--- config.mk ---
export PLATFORM = sky130hd
export DESIGN_NAME = ris_selector
export DESIGN_NICKNAME = d
export VERILOG_FILES = /design/src/ris_pkg.sv /design/src/ris_pin_sync.sv /design/src/ris_source_mux.sv /design/src/ris_selector.sv
export SDC_FILE = /design/constraint.sdc
export NUM_CORES = 1
export LEC_CHECK = 0
export BUFFER_PORTS_ARGS = -buffer_cell sky130_fd_sc_hd__buf_4
export CAP_MARGIN = 10
export CORE_MARGIN = 2
export CORE_UTILIZATION = 30
export DETAILED_ROUTE_END_ITERATION = 12
export SLEW_MARGIN = 0
export SYNTH_ARGS = -nofsm -noshare
export SYNTH_HDL_FRONTEND = slang
export SYNTH_SLANG_ARGS = --single-unit
--- constraint.sdc ---
create_clock -name sys_clk_i -period 4.2 [get_ports sys_clk_i]
set_input_delay 0.63 -clock sys_clk_i [delete_from_list [all_inputs] [get_ports sys_clk_i]]
set_output_delay 0.63 -clock sys_clk_i [all_outputs]
set_load 0.03 [all_outputs]
--- src/ris_pkg.sv ---
// Package: register map, field layout and source codes of the input selector
package ris_pkg;

	// Register bus geometry
	localparam int unsigned ADDR_W = 4;
	localparam int unsigned DATA_W = 16;

	// Register offsets (byte addresses, chosen for this block)
	localparam logic [3:0] ENC_SEL_OFF   = 4'h0;
	localparam logic [3:0] UART_SEL_OFF  = 4'h4;
	localparam logic [3:0] PIN_STAT_OFF  = 4'h8;
	localparam logic [3:0] ROUTE_OFF     = 4'hC;

	// Field layout of a selection register
	localparam int unsigned SEL_W       = 7;
	localparam int unsigned LO_FIELD_LSB = 0;
	localparam int unsigned HI_FIELD_LSB = 8;

	// Reset values
	localparam logic [15:0] ENC_SEL_RST  = 16'h0000;
	localparam logic [15:0] UART_SEL_RST = 16'h0000;

	// Writable bits of a selection register; bits 15 and 7 stay zero
	localparam logic [15:0] SEL_WMASK = 16'h7F7F;

	// Source codes in the selection table
	localparam logic [6:0] CODE_GND      = 7'h00;
	localparam logic [6:0] CODE_COMP_ONE   = 7'h01;
	localparam logic [6:0] CODE_COMP_TWO   = 7'h02;
	localparam logic [6:0] CODE_COMP_THREE = 7'h03;
	localparam logic [6:0] CODE_INDEX_ONE  = 7'h08;
	localparam logic [6:0] CODE_HOME_ONE   = 7'h09;
	localparam logic [6:0] CODE_INDEX_TWO  = 7'h0A;
	localparam logic [6:0] CODE_HOME_TWO   = 7'h0B;
	localparam logic [6:0] CODE_BIDIR64  = 7'h40;
	localparam logic [6:0] CODE_TOP      = 7'h7F;

	// Codes that map to nothing and read as ground (4-7, 12-15, 24-29,
	// 48, 53-59, 63); codes above 63 fall through to the pin index
	localparam logic [127:0] RESERVED_MAP =
		128'h0000_0000_0000_0000_8FE1_0000_3F00_F0F0;

	// Number of routed peripheral inputs
	localparam int unsigned N_ROUTES = 4;

endpackage

--- src/ris_pin_sync.sv ---
// Module: two flip-flop synchroniser for a bundle of pin levels
`timescale 1ns/1ns
module ris_pin_sync
	import ris_pkg::*;
#(
	parameter int unsigned WIDTH = 128
) (
	input  wire logic             sys_clk_i,
	input  wire logic             rst_b_i,
	input  wire logic [WIDTH-1:0] async_i,
	output logic      [WIDTH-1:0] sync_o
);

	logic [WIDTH-1:0] meta_ff;

	// First stage feeds only the second stage
	always_ff @(posedge sys_clk_i or negedge rst_b_i) begin
		if (!rst_b_i) begin
			meta_ff <= '0;
			sync_o  <= '0;
		end else begin
			meta_ff <= async_i;
			sync_o  <= meta_ff;
		end
	end

endmodule

--- src/ris_source_mux.sv ---
// Module: decode one 7-bit selection code to a single source level
`timescale 1ns/1ns
module ris_source_mux
	import ris_pkg::*;
(
	input  wire logic [SEL_W-1:0] code_i,
	input  wire logic [127:0]     sources_i,
	output logic                  level_o
);

	// Ground and reserved codes read as zero; others index the table
	always_comb begin
		if (code_i == CODE_GND || RESERVED_MAP[code_i]) begin
			level_o = 1'b0;
		end else begin
			level_o = sources_i[code_i];
		end
	end

endmodule

--- src/ris_selector.sv ---
// Module: remappable input selector with its register file
//
// Summary of operation
// - Code zero ties the peripheral input to ground.
// - Code one connects the peripheral input to comparator one output.
// - All-ones selects remap pin 127; codes 16 to 126 select numbered pins, except reserved 24-29, 48, 53-59 and 63.
// - Codes decode via fixed table; reserved codes read ground, avoid them.
// - Bits 15 and 7 of selection registers read zero, ignore writes.
// - UART two receive source is bits 6..0 of UART select register.
// - UART two clear-to-send source is bits 14..8 of that register.
// - Encoder phase A source is low field of encoder select register.
// - Encoder phase B source is high field of encoder select register.
`timescale 1ns/1ns
module ris_selector
	import ris_pkg::*;
(
	input  wire logic              sys_clk_i,
	input  wire logic              rst_b_i,
	input  wire logic [ADDR_W-1:0] reg_addr_i,
	input  wire logic [DATA_W-1:0] reg_wdata_i,
	input  wire logic              reg_wr_i,
	input  wire logic              reg_rd_i,
	output logic      [DATA_W-1:0] reg_rdata_o,
	input  wire logic [127:16]     remap_pin_i,
	input  wire logic [2:0]        comparator_i,
	input  wire logic [1:0]        fault_index_i,
	input  wire logic [1:0]        fault_home_i,
	output logic                   encoder_phase_a_o,
	output logic                   encoder_phase_b_o,
	output logic                   uart_two_receive_o,
	output logic                   uart_two_clear_to_send_o
);

	logic [DATA_W-1:0] encoder_input_select_ff;
	logic [DATA_W-1:0] uart_two_input_select_ff;
	logic [127:0]      raw_sources;
	logic [127:0]      sync_sources;
	logic [N_ROUTES-1:0] route_level;
	logic [N_ROUTES-1:0] route_ff;
	logic [SEL_W-1:0]  route_code [N_ROUTES];
	logic [DATA_W-1:0] nxt_rdata;

	// Pack every pin and virtual source by code; unused slots stay low
	always_comb begin
		raw_sources = '0;
		raw_sources[127:16] = remap_pin_i;
		raw_sources[CODE_COMP_ONE] = comparator_i[0];
		raw_sources[CODE_COMP_TWO] = comparator_i[1];
		raw_sources[CODE_COMP_THREE] = comparator_i[2];
		raw_sources[CODE_INDEX_ONE] = fault_index_i[0];
		raw_sources[CODE_HOME_ONE] = fault_home_i[0];
		raw_sources[CODE_INDEX_TWO] = fault_index_i[1];
		raw_sources[CODE_HOME_TWO] = fault_home_i[1];
	end

	// Pins are asynchronous; sync all sources so latency is uniform
	ris_pin_sync #(
		.WIDTH (128)
	) u_sync (
		.sys_clk_i (sys_clk_i),
		.rst_b_i   (rst_b_i),
		.async_i   (raw_sources),
		.sync_o    (sync_sources)
	);

	// Encoder selection register, unused bits masked off
	always_ff @(posedge sys_clk_i or negedge rst_b_i) begin
		if (!rst_b_i) begin
			encoder_input_select_ff <= ENC_SEL_RST;
		end else if (reg_wr_i && reg_addr_i == ENC_SEL_OFF) begin
			encoder_input_select_ff <= reg_wdata_i & SEL_WMASK;
		end
	end

	// UART two selection register, unused bits masked off
	always_ff @(posedge sys_clk_i or negedge rst_b_i) begin
		if (!rst_b_i) begin
			uart_two_input_select_ff <= UART_SEL_RST;
		end else if (reg_wr_i && reg_addr_i == UART_SEL_OFF) begin
			uart_two_input_select_ff <= reg_wdata_i & SEL_WMASK;
		end
	end

	// Field extraction per routed input
	assign route_code[0] =
		encoder_input_select_ff[LO_FIELD_LSB +: SEL_W];
	assign route_code[1] =
		encoder_input_select_ff[HI_FIELD_LSB +: SEL_W];
	assign route_code[2] =
		uart_two_input_select_ff[LO_FIELD_LSB +: SEL_W];
	assign route_code[3] =
		uart_two_input_select_ff[HI_FIELD_LSB +: SEL_W];

	// One decoder per peripheral input
	for (genvar g = 0; g < N_ROUTES; g++) begin : g_route
		ris_source_mux u_mux (
			.code_i    (route_code[g]),
			.sources_i (sync_sources),
			.level_o   (route_level[g])
		);
	end

	// Register the routed levels so outputs come from flops
	always_ff @(posedge sys_clk_i or negedge rst_b_i) begin
		if (!rst_b_i) begin
			route_ff <= '0;
		end else begin
			route_ff <= route_level;
		end
	end

	assign encoder_phase_a_o        = route_ff[0];
	assign encoder_phase_b_o        = route_ff[1];
	assign uart_two_receive_o       = route_ff[2];
	assign uart_two_clear_to_send_o = route_ff[3];

	// Read mux; unmapped offsets read zero
	always_comb begin
		nxt_rdata = '0;
		case (reg_addr_i)
			ENC_SEL_OFF:  nxt_rdata = encoder_input_select_ff;
			UART_SEL_OFF: nxt_rdata = uart_two_input_select_ff;
			PIN_STAT_OFF: nxt_rdata = {12'h000, route_ff};
			ROUTE_OFF:    nxt_rdata = {12'h000, route_level};
			default:      nxt_rdata = '0;
		endcase
	end

	// Read data stands only in the cycle after the strobe
	always_ff @(posedge sys_clk_i or negedge rst_b_i) begin
		if (!rst_b_i) begin
			reg_rdata_o <= '0;
		end else if (reg_rd_i) begin
			reg_rdata_o <= nxt_rdata;
		end else begin
			reg_rdata_o <= '0;
		end
	end

endmodule

==> run summary <==
Placement
- RePlAce Congestion: 0.907
- detailed placement HPWL: 23500 um
- instance area at placement: 13800 um^2
- count of buffers inserted at the top-level ports: 158

Finish
- Final #Nets: 1075
- Layout fillers: 3779
- share of layout cells above drive strength 1: 0.384
- number of diodes: 0
- area of all placed cells without fillers: 14800 um^2
- Syn-to-layout area delta: 21.6%

Synthesis
- ys flop type: sky130_fd_sc_hd__dfrtp_1
- Yosys warning total: 0
- synthesized netlist cell count: 787
- synth unique cells: 53
- number of flops mapped to enable cells by yosys: 0
- sequential share of the synthesized area: 0.584
- post-synthesis instance area: 12200 um^2
- Async S/R FF share, synth: 1.00
- total of flip-flops plus latches after synthesis: 284
- synthesized area divided by synthesized cell count: 15.5 um^2

Clock tree
- level count of the clock H-tree: 1
- total clock buffers created by CTS: 29
- clock network latency to the later pin of the worst-skew pair: 0.57 ns
- number of buffers inserted by post-CTS setup repair: 0
- clock tree from TritonCTS: yes
- Resized cells post-CTS: 0
- clock-pin slew on the worst setup and hold paths: 0.07 ns
- root buffer selected by CTS: sky130_fd_sc_hd__clkbuf_16
- hold buffer count at CTS: 0
- number of buffers between clock root and the deepest sink: 3
- sink count of the clock tree: 284

Critical path
- critical path required time: 4.64 ns
- startpoint-to-endpoint class of the critical path: flop to flop
- maximum net fanout on the critical path: 13
- critical path arrival: 3.52 ns
- critical path launch point type: flop
- worst reg-to-reg setup slack: 1.12 ns
- type of destination of the critical path: flop

Global route
- wire length of the first global-routing pass: 49700 um
- gr usage total: 0.160
- number of global-route vias before repair: 7801
- maximum number of pins on one net before global-route repair: 113
- total grt overflow: 0
- number of antenna violations at the first check in global routing: 1

Flow run
- # Max-Cap Violations: 0

Power
- power per standard cell area: 527 nW/um^2
- leakage: 6.23 nW
- Worst IR Drop VDD: 0.300 mV

Die
- row count: 73
- Initial Util: 0.305
- Core Area: 39900 um^2
- Die X: 205 um
- die area: 42200 um^2
- number of placed I/O pins: 163
- die boundary height: 205 um

Status
- outcome: complete, no violations

STA
- setup skew after layout: 0.0190 ns
- final setup violation count: 0
- final slew viol count: 0
- slew margin rel.: 0.387
- smallest hold slack: 0.104 ns
- setup repair after global routing missed its margin: false
- clock period minus worst slack: 3.08 ns
- Final Hold Violating Endpoints: 0
- Least-Margin Pin Slew: 0.919 ns
- portion of the clock cycle consumed by the worst path in the final layout: 0.734
- setup total negative slack: 0 ns
- maximum clock rate: 0.324 GHz

Route
- first-iteration detailed-routing DRC count: 703
- DRC violations left: 0
- antenna viol nets, final: 0
- detail-routed net length per standard cell: 22.5 um
- total routed wirelength: 33200 um
- overall via count from detail_route: 7647
- post-detailed-route via-to-cell ratio: 5.18
- drt first pass iters: 5

Worst hold path
- class of the tightest hold or removal check: input pin to async pin

cells in the final DEF, fill, tap and decap left out, types with 4 or more instances in the layout:
master	synthesis	layout
sky130_fd_sc_hd__clkinvlp_4	0	4
sky130_fd_sc_hd__nand4_1	4	4
sky130_fd_sc_hd__a211oi_1	7	7
sky130_fd_sc_hd__mux4_1	10	10
sky130_fd_sc_hd__clkbuf_16	0	29
sky130_fd_sc_hd__o2111ai_1	4	4
sky130_fd_sc_hd__a22oi_1	12	12
sky130_fd_sc_hd__nand2_1	38	38
sky130_fd_sc_hd__nor3_1	10	10
sky130_fd_sc_hd__a31oi_1	11	11
sky130_fd_sc_hd__clkinv_2	0	5
sky130_fd_sc_hd__nor2_1	30	30
sky130_fd_sc_hd__bufinv_16	0	4
sky130_fd_sc_hd__inv_1	12	12
sky130_fd_sc_hd__o221ai_1	4	4
sky130_fd_sc_hd__dfrtp_1	284	279
sky130_fd_sc_hd__a21oi_1	19	19
sky130_fd_sc_hd__mux2i_1	45	45
sky130_fd_sc_hd__dfrtp_2	0	5
sky130_fd_sc_hd__buf_4	7	173
sky130_fd_sc_hd__nand3_1	12	12
sky130_fd_sc_hd__or3_1	5	5
sky130_fd_sc_hd__o22ai_1	6	6
sky130_fd_sc_hd__o21ai_0	14	14
sky130_fd_sc_hd__o211ai_1	6	6
sky130_fd_sc_hd__nor2b_1	8	8
sky130_fd_sc_hd__mux4_2	95	95
sky130_fd_sc_hd__mux2_2	36	36
cells by family (layout without fill, tap and decap cells):
kind of cell	after synthesis	after routing	share of synthesized area
AOI/OAI and AO/OA	114	114	0.0649
buffers and inverters	79	242	0.0358
DFF	284	284	0.584
muxes	186	186	0.268
other	1	2	0.000308
and+or+nand+nor	123	123	0.0477
cell type report:
| class | count | area (um^2) | share of cell area |
|---|---|---|---|
| sequential | 284 | 7110 | 0.480 |
| clock buffer | 35 | 778 | 0.0526 |
| clock inverter | 15 | 193 | 0.0130 |
| timing repair buffer | 177 | 1370 | 0.0928 |
| tap | 525 | 657 | 0.0444 |
| inverter | 15 | 56.3 | 0.00380 |
| multi-input combinational | 425 | 4640 | 0.313 |
cell usage after synthesis (4+ instances only):
| master | instances | area share |
|---|---|---|
| sky130_fd_sc_hd__a211oi_1 | 7 | 0.0043 |
| sky130_fd_sc_hd__a31oi_1 | 11 | 0.0057 |
| sky130_fd_sc_hd__o22ai_1 | 6 | 0.0031 |
| sky130_fd_sc_hd__o211ai_1 | 6 | 0.0037 |
| sky130_fd_sc_hd__nand2_1 | 38 | 0.012 |
| sky130_fd_sc_hd__mux4_1 | 10 | 0.022 |
| sky130_fd_sc_hd__dfrtp_1 | 284 | 0.58 |
| sky130_fd_sc_hd__inv_1 | 12 | 0.0037 |
| sky130_fd_sc_hd__o2111ai_1 | 4 | 0.0029 |
| sky130_fd_sc_hd__nor3_1 | 10 | 0.0041 |
| sky130_fd_sc_hd__nand3_1 | 12 | 0.0049 |
| sky130_fd_sc_hd__mux4_2 | 95 | 0.18 |
| sky130_fd_sc_hd__clkbuf_1 | 26 | 0.0080 |
| sky130_fd_sc_hd__a22oi_1 | 12 | 0.0074 |
| sky130_fd_sc_hd__nor2b_1 | 8 | 0.0041 |
| sky130_fd_sc_hd__buf_6 | 10 | 0.0092 |
| sky130_fd_sc_hd__buf_4 | 7 | 0.0043 |
| sky130_fd_sc_hd__mux2i_1 | 45 | 0.037 |
| sky130_fd_sc_hd__mux2_2 | 36 | 0.033 |
| sky130_fd_sc_hd__buf_2 | 16 | 0.0066 |
| sky130_fd_sc_hd__o21ai_0 | 14 | 0.0058 |
| sky130_fd_sc_hd__o221ai_1 | 4 | 0.0029 |
| sky130_fd_sc_hd__nand4_1 | 4 | 0.0021 |
| sky130_fd_sc_hd__nor2_1 | 30 | 0.0092 |
| sky130_fd_sc_hd__or3_1 | 5 | 0.0026 |
| sky130_fd_sc_hd__a21oi_1 | 19 | 0.0078 |
worst max-delay path, stage by stage, from the launching register on:
cell and delay, ns:
sky130_fd_sc_hd__dfrtp_1 0.80, sky130_fd_sc_hd__buf_4 0.32, sky130_fd_sc_hd__mux4_1 0.58, sky130_fd_sc_hd__mux2i_1 0.15, sky130_fd_sc_hd__nor2_1 0.05, sky130_fd_sc_hd__a31oi_1 0.24, sky130_fd_sc_hd__nand4_1 0.13, sky130_fd_sc_hd__nand4_1 0.13
sky130_fd_sc_hd__o311ai_1 0.20, sky130_fd_sc_hd__a211o_1 0.35
per-layer routing:
metal  wire, um  share of wire  global-route usage  up-vias
li1           -              -                   -     3283
met1      14000           0.42               0.227     3939
met2      15500           0.47               0.247      364
met3       2950          0.089              0.0380       59
met4        833          0.025              0.0419        2
met5         13        0.00039                   0        -
flip-flops by register name (all words and copies together) (netlist names):
register,flops
uart_two_input_select_ff,14
encoder_input_select_ff,14
u_sync.sync_o,119
route_ff,4
reg_rdata_o,14
u_sync.meta_ff,119
final timing paths:
check	startpoint	to	cells after the start
max	uart_two_input_select_ff[0]$_DFFE_PN0P_	reg_rdata_o[2]$_DFF_PN0_	9
min	rst_b_i	u_sync.sync_o[69]$_DFF_PN0_	1
max reg2reg	uart_two_input_select_ff[0]$_DFFE_PN0P_	reg_rdata_o[2]$_DFF_PN0_	9
min reg2reg	u_sync.meta_ff[57]$_DFF_PN0_	u_sync.sync_o[57]$_DFF_PN0_	0
max in group asynchronous	rst_b_i	u_sync.meta_ff[57]$_DFF_PN0_	2
min in group sys_clk_i	remap_pin_i[87]	u_sync.meta_ff[87]$_DFF_PN0_	1
report_power, final:
group          leakage [nW]  internal, mW  switching (mW)  total (mW)
Clock                 0.468          1.56            1.06        2.61
Combinational          2.41         0.959           0.844        1.80
Sequential             3.36          2.93           0.449        3.38
Total                  6.23          5.45            2.35        7.80
metrics by stage:
step	setup slack [ns]	instances	power, mW	utilization
after CTS	1.08	1476	7.86	0.371
final	1.12	1476	7.80	0.371
after global routing	0.850	1476	8.14	0.371
after floorplan	1.89	788	4.56	-
after global placement	1.10	1426	5.20	0.347
after detailed placement	1.11	1426	5.21	0.347
Note: power is estimated with default switching activity, not from simulation.
